`config.mk`:
```
export PLATFORM = sky130hd
export DESIGN_NAME = escg_gate
export DESIGN_NICKNAME = d
export VERILOG_FILES = /design/src/escg_pkg.sv /design/src/escg_gate.sv
export SDC_FILE = /design/constraint.sdc
export NUM_CORES = 1
export LEC_CHECK = 0
export ABC_AREA = 1
export BUFFER_PORTS_ARGS = -buffer_cell sky130_fd_sc_hd__buf_2
export CORE_AREA = 2 2 242 244
export CTS_CLUSTER_SIZE = 30
export DETAILED_ROUTE_END_ITERATION = 10
export DIE_AREA = 0 0 244 246
export PLACE_DENSITY = 0.65
export REMOVE_ABC_BUFFERS = 1
export SLEW_MARGIN = 40
export SYNTH_ARGS = -nofsm -noshare
export SYNTH_HDL_FRONTEND = slang
export SYNTH_SLANG_ARGS = --single-unit
export TNS_END_PERCENT = 20
```
`constraint.sdc`:
```
create_clock -name pclk -period 1.9 [get_ports pclk]
set_clock_uncertainty 0.2 [all_clocks]
set_input_delay 0.285 -clock pclk [delete_from_list [all_inputs] [get_ports pclk]]
set_output_delay 0.285 -clock pclk [all_outputs]
set_load 0.05 [all_outputs]
```
`src/escg_pkg.sv`:
```
`default_nettype none
package escg_pkg;
  // ==========================================================
  // register map
  localparam int APB_AW = 8;
  localparam int APB_DW = 32;
  localparam logic [7:0] OFF_STATE = 8'h00;
  localparam logic [7:0] OFF_BMP_LO = 8'h04;
  localparam logic [7:0] OFF_BMP_HI = 8'h08;
  localparam logic [7:0] OFF_SUPPORT = 8'h0C;
  localparam logic [7:0] OFF_STATUS = 8'h10;
  localparam logic [7:0] OFF_MASK = 8'h14;
  localparam logic [7:0] OFF_LAST = 8'h18;
  // ==========================================================
  // state register fields
  localparam int ST_PE = 0;
  localparam int ST_PG = 1;
  localparam int ST_V86 = 2;
  localparam int ST_SMM = 3;
  localparam int ST_CPL_LO = 4;
  localparam int ST_CPL_HI = 5;
  localparam int ST_BASE_SUP = 6;
  localparam int ST_LOCK = 7;
  localparam int ST_ENABLE = 8;
  localparam int ST_LMA = 9;
  localparam int ST_CS_L = 10;
  localparam int ST_DS_EXPD = 11;
  localparam int ST_GUEST = 12;
  localparam int ST_EXIT_EN = 13;
  localparam int ST_W = 14;
  localparam logic [31:0] STATE_RST = 32'h0000_0000;
  localparam logic [31:0] BMP_RST = 32'h0000_0000;
  localparam logic [31:0] SUPPORT_RST = 32'h0000_FFFF;
  // ==========================================================
  // event bits, shared by status and mask
  localparam int EV_ABORT = 0;
  localparam int EV_UD = 1;
  localparam int EV_VMEXIT = 2;
  localparam int EV_GP = 3;
  localparam int EV_DISP = 4;
  localparam int EV_W = 5;
  localparam logic [EV_W-1:0] MASK_RST = 5'h00;
  // ==========================================================
  // last-result register fields
  localparam int LAST_KIND_LO = 0;
  localparam int LAST_LEAF_LO = 8;
  localparam int LAST_ADDR64 = 16;
  // ==========================================================
  // decode constants
  localparam logic [23:0] OPC_PRIV_CALL = 24'h0F01CF;
  localparam logic [1:0] CPL_TOP = 2'h0;
  localparam logic [31:0] EXIT_SPLIT = 32'h0000_003F;
  localparam int EXIT_TOP = 63;
  localparam logic [31:0] SUPPORT_LIMIT = 32'h0000_0020;
  localparam logic [31:0] GP_ERR_CODE = 32'h0000_0000;
  typedef enum logic [2:0] {
    K_NONE = 3'b000,
    K_ABORT = 3'b001,
    K_UD = 3'b010,
    K_VMEXIT = 3'b011,
    K_GP = 3'b100,
    K_DISPATCH = 3'b101
  } escg_kind_t;
endpackage : escg_pkg
`default_nettype wire

```
`src/escg_gate.sv`:
```
// The APB interface to the registers and the placing of the registers were chosen for this implementation.
`default_nettype none
// Behaviour
// - decode opcode 0F 01 CF as privileged call
// - leaf index from accumulator, params pass through on dispatch only, zero otherwise
// - upper 32 accumulator bits never used
// - invalid opcode if unprotected, v86 or smm
// - invalid opcode unless privilege level zero
// - invalid opcode when base support flag clear
// - invalid opcode on lock/66/rep/vector prefixes
// - guest exit from bitmap bit of leaf, bit 63 for leaves 63 and above
// - exit check after opcode, before protection checks
// - protection fault code 0 if lock/enable clear
// - protection fault code 0 on unsupported leaf
// - protection fault when paging disabled
// - outside 64-bit, expand-down data segment faults
// - 64-bit width only with long mode and long cs
// - cs default size ignored, data segment based
// - segment, address-size and rex prefixes ignored
// - active transaction aborts before every check
module escg_gate #(
  parameter logic [31:0] SUPPORT_DEFAULT = escg_pkg::SUPPORT_RST
) (
  input wire logic pclk,
  input wire logic presetn,
  input wire logic ce,
  input wire logic [escg_pkg::APB_AW-1:0] paddr,
  input wire logic psel,
  input wire logic penable,
  input wire logic pwrite,
  input wire logic [escg_pkg::APB_DW-1:0] pwdata,
  output logic [escg_pkg::APB_DW-1:0] prdata,
  output logic pready,
  output logic pslverr,
  input wire logic issue_valid,
  output logic issue_ready,
  input wire logic [23:0] op_bytes,
  input wire logic pfx_lock,
  input wire logic pfx_opsize,
  input wire logic pfx_rep,
  input wire logic pfx_vector_ext,
  input wire logic tsx_active,
  input wire logic [63:0] leaf_index_reg_wide,
  input wire logic [63:0] leaf_param_base,
  input wire logic [63:0] leaf_param_count,
  input wire logic [63:0] leaf_param_data,
  output logic res_valid,
  output escg_pkg::escg_kind_t res_kind,
  output logic [31:0] res_error_code,
  output logic [31:0] res_leaf,
  output logic [63:0] res_base,
  output logic [63:0] res_count,
  output logic [63:0] res_data,
  output logic res_addr64,
  output logic irq
);
  import escg_pkg::*;

  // ==========================================================
  // apb slave
  logic [31:0] state_reg;
  logic [31:0] bmp_lo_reg;
  logic [31:0] bmp_hi_reg;
  logic [31:0] support_reg;
  logic [EV_W-1:0] status_reg;
  logic [EV_W-1:0] status_next;
  logic [EV_W-1:0] mask_reg;
  logic [31:0] prdata_reg;
  logic slverr_reg;
  logic rdy_reg;
  logic [31:0] rd_mux;
  logic rd_err;
  logic wr_go;
  logic rd_clr;
  logic [EV_W-1:0] events;
  logic res_valid_reg;
  escg_kind_t res_kind_reg;
  logic [31:0] res_err_reg;
  logic [31:0] res_leaf_reg;
  logic [63:0] res_base_reg;
  logic [63:0] res_count_reg;
  logic [63:0] res_data_reg;
  logic res_addr64_reg;

  assign pready = penable & rdy_reg & ce;
  assign prdata = prdata_reg;
  assign pslverr = slverr_reg & pready;
  assign wr_go = psel & pready & pwrite & ~slverr_reg;
  assign rd_clr = psel & pready & ~pwrite & (paddr == OFF_STATUS);

  always_comb begin
    rd_mux = 32'h0000_0000;
    rd_err = 1'b0;
    case (paddr)
      OFF_STATE: rd_mux = state_reg;
      OFF_BMP_LO: rd_mux = bmp_lo_reg;
      OFF_BMP_HI: rd_mux = bmp_hi_reg;
      OFF_SUPPORT: rd_mux = support_reg;
      OFF_STATUS: rd_mux[EV_W-1:0] = status_reg;
      OFF_MASK: rd_mux[EV_W-1:0] = mask_reg;
      OFF_LAST: begin
        rd_mux[LAST_KIND_LO +: 3] = res_kind_reg;
        rd_mux[LAST_LEAF_LO +: 8] = res_leaf_reg[7:0];
        rd_mux[LAST_ADDR64] = res_addr64_reg;
      end
      default: rd_err = 1'b1;
    endcase
  end

  always_ff @(posedge pclk or negedge presetn) begin
    if (!presetn) begin
      rdy_reg <= 1'b0;
    end else if (ce) begin
      rdy_reg <= psel & ~(penable & rdy_reg);
    end
  end

  always_ff @(posedge pclk or negedge presetn) begin
    if (!presetn) begin
      prdata_reg <= 32'h0000_0000;
      slverr_reg <= 1'b0;
    end else if (ce && psel && !rdy_reg) begin
      prdata_reg <= pwrite ? 32'h0000_0000 : rd_mux;
      slverr_reg <= rd_err;
    end
  end

  // ==========================================================
  // writable registers
  always_ff @(posedge pclk or negedge presetn) begin
    if (!presetn) begin
      state_reg <= STATE_RST;
      bmp_lo_reg <= BMP_RST;
      bmp_hi_reg <= BMP_RST;
      support_reg <= SUPPORT_DEFAULT;
      mask_reg <= MASK_RST;
    end else if (wr_go) begin
      case (paddr)
        OFF_STATE: state_reg <= {18'h00000, pwdata[ST_W-1:0]};
        OFF_BMP_LO: bmp_lo_reg <= pwdata;
        OFF_BMP_HI: bmp_hi_reg <= pwdata;
        OFF_SUPPORT: support_reg <= pwdata;
        OFF_MASK: mask_reg <= pwdata[EV_W-1:0];
        default: mask_reg <= mask_reg;
      endcase
    end
  end

  // ==========================================================
  // sticky status, read clears only bits returned
  always_comb begin
    status_next = status_reg;
    if (rd_clr) begin
      status_next = status_reg & ~prdata_reg[EV_W-1:0];
    end
    status_next = status_next | events;
  end

  always_ff @(posedge pclk or negedge presetn) begin
    if (!presetn) begin
      status_reg <= 5'h00;
    end else if (ce) begin
      status_reg <= status_next;
    end
  end

  assign irq = |(status_reg & mask_reg);

  // ==========================================================
  // check chain
  logic op_hit;
  logic in64;
  logic [31:0] leaf;
  logic [63:0] bitmap;
  logic exit_bit;
  logic leaf_ok;
  logic ud_cond;
  logic vm_cond;
  logic gp_cond;
  escg_kind_t kind_next;

  assign issue_ready = ce;
  assign op_hit = issue_valid & issue_ready & (op_bytes == OPC_PRIV_CALL);
  assign leaf = leaf_index_reg_wide[31:0];
  assign in64 = state_reg[ST_LMA] & state_reg[ST_CS_L];
  assign bitmap = {bmp_hi_reg, bmp_lo_reg};
  assign exit_bit = (leaf < EXIT_SPLIT) ? bitmap[leaf[5:0]] : bitmap[EXIT_TOP];
  assign leaf_ok = (leaf < SUPPORT_LIMIT) & support_reg[leaf[4:0]];

  assign ud_cond = ~state_reg[ST_PE] | state_reg[ST_V86] | state_reg[ST_SMM]
    | (state_reg[ST_CPL_HI:ST_CPL_LO] != CPL_TOP)
    | ~state_reg[ST_BASE_SUP]
    | pfx_lock | pfx_opsize | pfx_rep | pfx_vector_ext;

  assign vm_cond = state_reg[ST_GUEST] & state_reg[ST_EXIT_EN] & exit_bit;

  assign gp_cond = ~state_reg[ST_LOCK] | ~state_reg[ST_ENABLE]
    | ~leaf_ok
    | ~state_reg[ST_PG]
    | (~in64 & state_reg[ST_DS_EXPD]);

  always_comb begin
    kind_next = K_NONE;
    if (!op_hit) begin
      kind_next = K_NONE;
    end else if (tsx_active) begin
      kind_next = K_ABORT;
    end else if (ud_cond) begin
      kind_next = K_UD;
    end else if (vm_cond) begin
      kind_next = K_VMEXIT;
    end else if (gp_cond) begin
      kind_next = K_GP;
    end else begin
      kind_next = K_DISPATCH;
    end
  end

  always_comb begin
    events = 5'h00;
    case (kind_next)
      K_ABORT: events[EV_ABORT] = 1'b1;
      K_UD: events[EV_UD] = 1'b1;
      K_VMEXIT: events[EV_VMEXIT] = 1'b1;
      K_GP: events[EV_GP] = 1'b1;
      K_DISPATCH: events[EV_DISP] = 1'b1;
      default: events = 5'h00;
    endcase
  end

  // ==========================================================
  // result register
  always_ff @(posedge pclk or negedge presetn) begin
    if (!presetn) begin
      res_valid_reg <= 1'b0;
    end else if (ce) begin
      res_valid_reg <= op_hit;
    end
  end

  always_ff @(posedge pclk or negedge presetn) begin
    if (!presetn) begin
      res_kind_reg <= K_NONE;
      res_err_reg <= GP_ERR_CODE;
      res_leaf_reg <= 32'h0000_0000;
      res_addr64_reg <= 1'b0;
    end else if (op_hit) begin
      res_kind_reg <= kind_next;
      res_err_reg <= GP_ERR_CODE;
      res_leaf_reg <= leaf;
      res_addr64_reg <= in64;
    end
  end

  always_ff @(posedge pclk or negedge presetn) begin
    if (!presetn) begin
      res_base_reg <= 64'h0;
      res_count_reg <= 64'h0;
      res_data_reg <= 64'h0;
    end else if (op_hit) begin
      if (kind_next == K_DISPATCH) begin
        res_base_reg <= leaf_param_base;
        res_count_reg <= leaf_param_count;
        res_data_reg <= leaf_param_data;
      end else begin
        res_base_reg <= 64'h0;
        res_count_reg <= 64'h0;
        res_data_reg <= 64'h0;
      end
    end
  end

  assign res_valid = res_valid_reg;
  assign res_kind = res_kind_reg;
  assign res_error_code = res_err_reg;
  assign res_leaf = res_leaf_reg;
  assign res_base = res_base_reg;
  assign res_count = res_count_reg;
  assign res_data = res_data_reg;
  assign res_addr64 = res_addr64_reg;

  // ==========================================================
  // assertions
  AST_IGNORE_OTHER: assert property (@(posedge pclk) disable iff (!presetn)
    (ce && !op_hit) |=> !res_valid)
    else $error("result without matching opcode");

  AST_ABORT_FIRST: assert property (@(posedge pclk) disable iff (!presetn)
    (op_hit && tsx_active) |=> (res_valid && res_kind == K_ABORT))
    else $error("active transaction not aborted first");

  AST_UD_MODE: assert property (@(posedge pclk) disable iff (!presetn)
    (op_hit && !tsx_active && (!state_reg[ST_PE] || state_reg[ST_V86] || state_reg[ST_SMM]))
    |=> res_kind == K_UD)
    else $error("mode fault missing");

  AST_UD_CPL: assert property (@(posedge pclk) disable iff (!presetn)
    (op_hit && !tsx_active && state_reg[ST_CPL_HI:ST_CPL_LO] != 2'h0)
    |=> res_kind == K_UD)
    else $error("privilege fault missing");

  AST_UD_SUP: assert property (@(posedge pclk) disable iff (!presetn)
    (op_hit && !tsx_active && !state_reg[ST_BASE_SUP]) |=> res_kind == K_UD)
    else $error("support flag fault missing");

  AST_UD_PFX: assert property (@(posedge pclk) disable iff (!presetn)
    (op_hit && !tsx_active && (pfx_lock || pfx_opsize || pfx_rep || pfx_vector_ext))
    |=> res_kind == K_UD)
    else $error("prefix fault missing");

  AST_VM_EXIT: assert property (@(posedge pclk) disable iff (!presetn)
    (op_hit && !tsx_active && !ud_cond && state_reg[ST_GUEST] && state_reg[ST_EXIT_EN]
     && leaf > 32'd62 && bmp_hi_reg[31]) |=> res_kind == K_VMEXIT)
    else $error("high leaf exit missing");

  AST_VM_ORDER: assert property (@(posedge pclk) disable iff (!presetn)
    (res_valid && res_kind == K_GP) |-> !$past(vm_cond) && !$past(ud_cond))
    else $error("protection fault taken before exit check");

  AST_GP_LOCK: assert property (@(posedge pclk) disable iff (!presetn)
    (op_hit && !tsx_active && !ud_cond && !vm_cond && !state_reg[ST_LOCK])
    |=> (res_kind == K_GP && res_error_code == 32'h0))
    else $error("lock fault missing");

  AST_GP_PG: assert property (@(posedge pclk) disable iff (!presetn)
    (op_hit && !tsx_active && !ud_cond && !vm_cond && !state_reg[ST_PG])
    |=> res_kind == K_GP)
    else $error("paging fault missing");

  AST_GP_EXPD: assert property (@(posedge pclk) disable iff (!presetn)
    (res_valid && res_kind == K_DISPATCH) |-> !(!res_addr64 && $past(state_reg[ST_DS_EXPD])))
    else $error("expand-down segment dispatched");

  AST_DISPATCH: assert property (@(posedge pclk) disable iff (!presetn)
    (res_valid && res_kind == K_DISPATCH)
    |-> (res_leaf == $past(leaf_index_reg_wide[31:0]) && res_base == $past(leaf_param_base)))
    else $error("dispatch payload wrong");

  AST_WIDTH: assert property (@(posedge pclk) disable iff (!presetn)
    op_hit |=> res_addr64 == ($past(state_reg[ST_LMA]) && $past(state_reg[ST_CS_L])))
    else $error("address width wrong");

  AST_GP_ENABLE: assert property (@(posedge pclk) disable iff (!presetn)
    (op_hit && !tsx_active && !ud_cond && !vm_cond && !state_reg[ST_ENABLE])
    |=> (res_kind == K_GP && res_error_code == 32'h0))
    else $error("enable fault missing");

  AST_GP_LEAF: assert property (@(posedge pclk) disable iff (!presetn)
    (op_hit && !tsx_active && !ud_cond && !vm_cond
     && !(leaf_index_reg_wide[31:0] < SUPPORT_LIMIT && support_reg[leaf_index_reg_wide[4:0]]))
    |=> (res_kind == K_GP && res_error_code == 32'h0))
    else $error("unsupported leaf fault missing");

  AST_VM_LOW: assert property (@(posedge pclk) disable iff (!presetn)
    (op_hit && !tsx_active && !ud_cond && state_reg[ST_GUEST] && state_reg[ST_EXIT_EN]
     && leaf_index_reg_wide[31:0] < EXIT_SPLIT && bitmap[leaf_index_reg_wide[5:0]])
    |=> res_kind == K_VMEXIT)
    else $error("bitmap exit missing");

  AST_VM_OFF: assert property (@(posedge pclk) disable iff (!presetn)
    (op_hit && !(state_reg[ST_GUEST] && state_reg[ST_EXIT_EN])) |=> res_kind != K_VMEXIT)
    else $error("exit taken with exiting off");

  AST_LEAF_LOW: assert property (@(posedge pclk) disable iff (!presetn)
    op_hit |=> res_leaf == $past(leaf_index_reg_wide[31:0]))
    else $error("leaf index not taken from low half");

  AST_PARAM_ZERO: assert property (@(posedge pclk) disable iff (!presetn)
    (res_valid && res_kind != K_DISPATCH)
    |-> (res_base == 64'h0 && res_count == 64'h0 && res_data == 64'h0))
    else $error("parameters passed on a fault");

  AST_PARAM_REST: assert property (@(posedge pclk) disable iff (!presetn)
    (op_hit && kind_next == K_DISPATCH)
    |=> (res_count == $past(leaf_param_count) && res_data == $past(leaf_param_data)))
    else $error("count or data parameter wrong");

  AST_PG_DISPATCH: assert property (@(posedge pclk) disable iff (!presetn)
    (op_hit && kind_next == K_DISPATCH)
    |-> (state_reg[ST_PG] && state_reg[ST_LOCK] && state_reg[ST_ENABLE]))
    else $error("dispatch without paging, lock or enable");

endmodule : escg_gate
`default_nettype wire

```
---- After elaboration in Yosys (flattened, before gate mapping) ----
Cells that the tools add are included.
W data, S select, Z words.
operators by class
  order comparisons ....................... 4
  equality and inequality tests ........... 12
  multiplexer cells ....................... 26
  bitwise operators ....................... 42
  reductions and logical operators ........ 12
operators with widths
  operator                count
  $mux W64                3
  $lt A32 B6 Y1 const B   2
  $pmux W15 S3            1
  $pmux W9 S5             1
  $mux W32                1
  $eq A24 B20 Y1 const B  1
  $eq A8 B5 Y1 const B    3
  $pmux W3 S7             1
  $and A1 B1 Y1           16
  $eq A8 B4 Y1 const B    2
  $mux W3                 4
  $or A1 B1 Y1            12
  $pmux W2 S6             1
  $pmux W3 S4             1
  $and A5 B5 Y5           2
  $mux W1                 10
  $not A1 Y1              10
  $reduce_and A2 Y1       5
  $eq A8 B3 Y1 const B    1
  $logic_not A8 Y1        1
  $lt A6 B7 Y1 const B    1
  $reduce_or A7 Y1        1
  $bmux W1 S6             1
  $eq A3 B2 Y1 const B    2
  other kinds (11)        13
word-level totals
  flip-flop bits (word level) ............. 383
  input bits .............................. 332
  output and inout bits ................... 297
  logic and storage cells ................. 112

---- Longest topological paths before layout ----
Gate-level depths: netlist of run 1.
  depth in word-level cells ............... 15
  mapped depth ............................ 20

---- Least setup slack after synthesis of run 1 ----
OpenSTA, ideal clock, no wires.
  path kind ............................... register -> output
  start ................................... register rdy_reg
  end ..................................... output pslverr
  data arrival time ....................... 1,593 ps
  setup slack ............................. -178 ps
  cell stages (with the launch flop) ...... 3
  buffers on the path ..................... 0
  cell sequence ........................... dfrtp_1 -> nand2_1 -> nor3b_1
between the ends
  cells in the longest elaborated chain, start to end .. 3
RTL lines
  item                         line              text
  start: declaration           escg_gate.sv:70   logic rdy_reg;
  start signal: assignment     escg_gate.sv:114  rdy_reg <= psel & ~(penable & rdy_reg);
  $and A1 B1 Y1 (2 in series)  escg_gate.sv:85   assign pready = penable & rdy_reg & ce;
  $and A1 B1 Y1                escg_gate.sv:87   assign pslverr = slverr_reg & pready;
  end: declaration             escg_gate.sv:34   output logic pslverr,
Every way passes these cells.

---- Worst setup path after layout of run 1 ----
  start ................................... register bmp_hi_reg[17]
  end ..................................... register res_base_reg[20] (netlist: res_base[20])
between the ends
  cells in the longest elaborated chain, start to end .. 10
RTL lines
  item                           line              text
  start: declaration             escg_gate.sv:63   logic [31:0] bmp_hi_reg;
  start signal: assignment       escg_gate.sv:141  OFF_BMP_HI: bmp_hi_reg <= pwdata;
  $bmux W1 S6                    escg_gate.sv:187  assign exit_bit = (leaf < EXIT_SPLIT) ? bitmap[leaf[5:0]] : bitmap[EXIT_TOP];
  $mux W1 (implied by the code)  escg_gate.sv:187
  $mux W1                        escg_gate.sv:187
  $and A1 B1 Y1                  escg_gate.sv:195  assign vm_cond = state_reg[ST_GUEST] & state_reg[ST_EXIT_EN] & exit_bit;
  $mux W3                        escg_gate.sv:210  end else if (vm_cond) begin
  $mux W3                        escg_gate.sv:208  end else if (ud_cond) begin
  $mux W3                        escg_gate.sv:206  end else if (tsx_active) begin
  $mux W3                        escg_gate.sv:204  if (!op_hit) begin
  $eq A3 B3 Y1                   escg_gate.sv:261  if (kind_next == K_DISPATCH) begin
  $mux W64                       escg_gate.sv:261
  end signal: assignment         escg_gate.sv:262  res_base_reg <= leaf_param_base;
  end: declaration               escg_gate.sv:80   logic [63:0] res_base_reg;
Every way passes these cells. The select of a mux whose other input is x is not followed.
A chain may end at the register's enable or synchronous reset.

==> results of run 1 <==
-- cell families (layout without fill, tap and decap cells) --
family                 count (synthesis)  in the layout  share of synthesized area
AND/OR/NAND/NOR                     1051           1051                      0.258
other                                  1             36                   0.000220
AO/OA/AOI/OAI                        298            298                     0.0972
buffers and inverters                289           1305                     0.0822
flip-flops                           383            383                      0.562
-- worst paths after layout --
kind | from | end | slack, ns | cells past startpoint
max reg2reg | bmp_hi_reg[17] | res_base[20] | -0.46 | 17
max in group asynchronous | presetn | bmp_hi_reg[9] | 0.85 | 3
min | op_bytes[5] | res_valid | 0.06 | 5
max | bmp_hi_reg[17] | res_base[20] | -0.46 | 17
min in group asynchronous | presetn | res_leaf[30] | 0.16 | 3
min reg2reg | res_base[61] | res_base[61] | 0.27 | 2
-- cell usage after synthesis (2+ instances only) --
library cell	instances
buf_6	12
inv_1	130
nor2_1	36
inv_2	3
nand3_1	244
nor4_1	5
a221oi_1	13
nand2_1	719
o21ai_0	202
buf_4	46
buf_2	36
o21ai_1	7
clkbuf_1	58
clkinv_1	3
dfrtp_1	367
a22o_1	11
o221ai_1	2
a32o_1	4
nand3_2	10
o2111ai_1	3
a21oi_1	37
nor3_1	12
dfstp_2	16
a211oi_1	5
o22ai_1	9
nand4_1	15
nand2_2	3
o211ai_1	2
-- power breakdown --
part | internal (W) | leakage, nW | switching, W | total, W
Combinational | 0.000777 | 8.54 | 0.000824 | 0.00160
Clock | 0.00532 | 0.738 | 0.00359 | 0.00890
Sequential | 0.00817 | 5.29 | 0.00000878 | 0.00818
-- final cells by class --
class	instances	area (um2)	share of cell area
inverter	136	541	0.0198
multi-input combinational	1381	6450	0.236
clock buffer	60	1250	0.0459
timing repair buffer	1089	8210	0.301
sequential	383	9600	0.352
antenna	4	10.0	0.000367
tap	765	957	0.0351
clock inverter	20	263	0.00963
-- worst max-delay path: stages, from the launching register on --
cell and delay [ns]:
dfrtp_1 0.41, a21oi_2 0.15, o21ai_1 0.07, nand3_1 0.06, nand3_1 0.08, nand2_1 0.11
nand2_1 0.07, nand2_1 0.07, nand3_2 0.07, nand2_2 0.07, nand2_2 0.07, nor2_4 0.10
buf_12 0.14, buf_12 0.15, buf_6 0.14, clkbuf_16 0.15, nand3_1 0.08, nand2_1 0.07
-- layer usage --
layer,wire length (um),global-route usage,up-vias,share of wire
li1,-,-,8573,-
met2,33900,0.378,918,0.48
met4,4710,0.134,4,0.066
met1,27200,0.271,8744,0.38
met5,30,0,-,0.00042
met3,5120,0.0477,226,0.072
-- through the flow --
step / std cells / total power [W] / setup TNS, ns / setup slack, ns
floorplan: 1900 / 0.00865 / -1754.17 / -7.54
global placement: 3465 / 0.00946 / -149.84 / -0.790
detailed placement: 3465 / 0.00946 / -155.63 / -0.799
CTS: 3819 / 0.0188 / -71.42 / -0.423
global route: 3836 / 0.0193 / -97.53 / -0.568
finish: 3838 / 0.0187 / -73.64 / -0.456
-- repair_timing --
item	CTS	global route
gates resized for setup	42	67
buffers inserted	13	7
hold buffers	259	0
gates cloned	2	10
hold endpoints to repair	727	0
pin swaps	5	32
endpoints found under the setup margin	204	239
==> impl_metrics.json, run 1 <==
{
  "outcome": "complete, but fails checks",
  "violations": "negative setup slack",
  "clk_pin_slew_worst_paths_ns": 0.06,
  "slew_viol_final": 0,
  "grt.total_usage": 0.227,
  "routedWlPerCell_um": 18.5,
  "antenna_found_initial": 5,
  "vias": 18465,
  "grt_max_degree": 134,
  "synth_area_leader_cell": "dfrtp_1",
  "synth_area_leaders": "dfrtp_1 (54%), nand2_1 (16%), nand3_1 (7.1%)",
  "ir_worst_vdd_v": 0.000579,
  "root_buffer": "clkbuf_16",
  "path_max_fanout": 8,
  "drive_above_1_share": 0.326,
  "required_ns": 2.21,
  "synth.top_cell.area_share": 0.538,
  "slew_headroom": 0.551,
  "fmax_mhz": 424,
  "hold_viol": 0,
  "grt_pass1_wl_um": 106000,
  "start_util": 0.298,
  "final_util": 0.476,
  "netlist_instances": 2022,
  "cts.htree.levels": 2,
  "worst_hold_slack_ns": 0.0579,
  "die_area_um2": 60000,
  "tightest_slew_ns": 0.673,
  "finalCriticalPeriod_ns": 2.36,
  "layout_commonest_cell": "nand2_1",
  "ant_nets": 0,
  "synth-edff-count": 0,
  "numCtsBuffers": 44,
  "crit_path_start_kind": "flip-flop",
  "critPathCaptureType": "flip-flop",
  "rsz0062_at_grt": "true",
  "final_cell_mix": "nand2_1 (705), buf_2 (557), dfrtp_1 (367), dlygate4sd3_1 (258), nand3_1 (213)",
  "path_class": "reg2reg",
  "synth_warnings": 0,
  "grt_pass1_vias": 18579,
  "port_buffers": 564,
  "finish.instance_area_um2": 27300,
  "clock_latency_ns": 0.57,
  "setup_viol": 200,
  "ys_ff_latch": 383,
  "drt-pass1-iter-count": 6,
  "ys_seq_area_frac": 0.562,
  "rows": 88,
  "synth_cell_types": 40,
  "syn-cell-area_um2": 17100,
  "wl_um": 71000,
  "dieWidth_um": 244,
  "leakagePower_nw": 14.6,
  "async_reset_ff_frac": 1.00,
  "area_growth_pct": 59.7,
  "core_um2": 57400,
  "nets": 3367,
  "place_congestion": 0.900,
  "die_y_um": 246,
  "fin_ws_ns": -0.456,
  "vias_per_cell": 4.81,
  "gr-total-overflow": 0,
  "cts_buffer_depth": 3,
  "max_cap_viol_count": 0,
  "hold_class": "in2reg",
  "route.detailed.drc": 0,
  "fin_crit_sh": 1.24,
  "hpwl_um": 47800,
  "syn_area_per_cell_um2": 8.45,
  "first_iter_violations": 1348,
  "pin_count": 629,
  "cts_sinks": 383,
  "final.fill_count": 5338,
  "ys.flop_type": "dfrtp_1",
  "arrival_ns": 2.66,
  "tritoncts": "yes",
  "placed_area_um2": 22300,
  "power.density_nw_per_um2": 685
}
Note: power is estimated with default switching activity, not from simulation.
==> inputs of run 2 (changes only) <==
PLACE_DENSITY = not set   (was 0.65)
PLACE_DENSITY_LB_ADDON = 0.25   (was not set)
==> run 2 against run 1 <==
Net effect: the flow still finishes with violations (negative setup slack); design area grew 0.65%; core utilization rose by 0.31 points; via count down 0.77%; highest routed layer unchanged; largest cell class unchanged.
==> impl_metrics.json, run 2 (same netlist as run 1, synthesis figures left out) <==
{
  "required_ns": 2.22,
  "leakagePower_nw": 14.7,
  "grt.total_usage": 0.225,
  "wl_um": 70900,
  "vias": 18323,
  "setup_viol": 200,
  "path_max_fanout": 8,
  "violations": "negative setup slack",
  "arrival_ns": 2.61,
  "max_cap_viol_count": 0,
  "rows": 88,
  "port_buffers": 564,
  "nets": 3377,
  "die_y_um": 246,
  "start_util": 0.298,
  "fmax_mhz": 438,
  "drive_above_1_share": 0.328,
  "slew_headroom": 0.306,
  "vias_per_cell": 4.77,
  "clk_pin_slew_worst_paths_ns": 0.06,
  "route.detailed.drc": 0,
  "cts_sinks": 383,
  "ir_worst_vdd_v": 0.000614,
  "core_um2": 57400,
  "routedWlPerCell_um": 18.5,
  "ant_nets": 0,
  "grt_max_degree": 100,
  "hpwl_um": 49400,
  "place_congestion": 0.897,
  "crit_slowest_cell": "dfstp_2",
  "cts_buffer_depth": 3,
  "tns_ns": -60.74,
  "finalCriticalPeriod_ns": 2.29,
  "hold_class": "in2reg",
  "p_total_w": 0.0187,
  "drt-pass1-iter-count": 5,
  "gr-total-overflow": 0,
  "power.density_nw_per_um2": 681,
  "cpPeakStageDelay_ns": 0.53,
  "outcome": "complete, but fails checks",
  "rsz0062_at_grt": "true",
  "grt_pass1_vias": 18309,
  "numCtsBuffers": 45,
  "fin_crit_sh": 1.20,
  "root_buffer": "clkbuf_16",
  "final_cell_mix": "nand2_1 (707), buf_2 (560), dfrtp_1 (367), dlygate4sd3_1 (259), nand3_1 (213)",
  "grt_pass1_wl_um": 105000,
  "cts.htree.levels": 2,
  "antenna_found_initial": 3,
  "area_growth_pct": 60.7,
  "clock_latency_ns": 0.58,
  "tightest_slew_ns": 1.03,
  "final_util": 0.479,
  "slew_viol_final": 0,
  "fin_ws_ns": -0.385,
  "first_iter_violations": 1159,
  "hold_viol": 0,
  "pin_count": 629,
  "antennaDiodeCount": 0,
  "layout_commonest_cell": "nand2_1",
  "path_cells": "inv_2, o211ai_1, nand3_1, nand3_2, nand2_2, o21ai_2, nand3_4, clkinv_4, buf_12, buf_12, clkbuf_16, nand3_1, nand2_1",
  "path_class": "reg2reg",
  "tritoncts": "yes",
  "dieWidth_um": 244,
  "crit_path_start_kind": "flip-flop",
  "critPathCaptureType": "flip-flop",
  "die_area_um2": 60000
}
## run 2: cell types whose count changed in the layout (fill, tap and decap cells not counted), sizes merged, moves of 2 or more
cell / delta
bufinv: -3
clkbuf: +4
clkinvlp: -3
clkinv: -2
buf: +11
diode: -4
## run 2: worst max-delay path, delay by kind of cell, from the launching register on
family	cells	cell delay, ns
AO/OA/AOI/OAI	2	0.35
buffers and inverters	5	0.57
flip-flops	1	0.53
AND/OR/NAND/NOR	6	0.56
## run 2: area by class of cell
type | instances | area [um2]
inverter | 136 | 515
multi-input combinational | 1381 | 6520
tap | 765 | 957
sequential | 383 | 9600
timing repair buffer | 1098 | 8340
clock inverter | 13 | 150
fill | 5433 | 29900
clock buffer | 68 | 1370
## run 2: worst paths after layout
| path | slack [ns] | cells after the start | startpoint | end |
|---|---|---|---|---|
| worst min register to register | 0.27 | 2 | res_data[37] | res_data[37] |
| min in group asynchronous | 0.12 | 2 | presetn | prdata[25] |
| max in group asynchronous | 0.66 | 3 | presetn | res_base[23] |
| worst max register to register | -0.39 | 13 | support_reg[3] | res_base[16] |
| worst max-delay path | -0.39 | 13 | support_reg[3] | res_base[16] |
| worst min-delay path | 0.05 | 4 | leaf_index_reg_wide[2] | res_leaf[2] |
## run 2: through the flow
step / std cells / setup WS (ns) / area [um2] / hold slack, ns
2_1_floorplan: 1900 / -7.54 / 16300 / -0.211
3_3_place_gp: 3476 / -0.785 / 22500 / 0.132
3_5_place_dp: 3476 / -0.824 / 22500 / 0.138
4_1_cts: 3826 / -0.397 / 26900 / 0.0117
5_1_grt: 3844 / -0.531 / 27500 / 0.0757
6_report: 3844 / -0.385 / 27500 / 0.0493
## run 2: power by group
group	switching [W]	internal, W	leakage (nW)
Sequential	0.0000116	0.00817	5.29
Clock	0.00357	0.00535	0.749
Combinational	0.000815	0.000780	8.63
Total	0.00440	0.0143	14.7
## run 2: what timing repair did
action / 4_1_cts / 5_1_grt
setup buffers: 7 / 12
hold buffers: 259 / 0
cloned: 3 / 8
resized for setup: 60 / 56
pin swaps: 14 / 46
endpoints found under the hold margin: 680 / 0
endpoints found under the setup margin: 201 / 302
## run 2: per-layer routing
layer,track usage,part of all wire,wire length (um),up-vias
li1,-,-,-,8569
met1,0.268,0.39,27700,8820
met2,0.396,0.50,35300,773
met3,0.0456,0.066,4660,155
met4,0.0951,0.046,3270,6
met5,0,0.00048,34,-
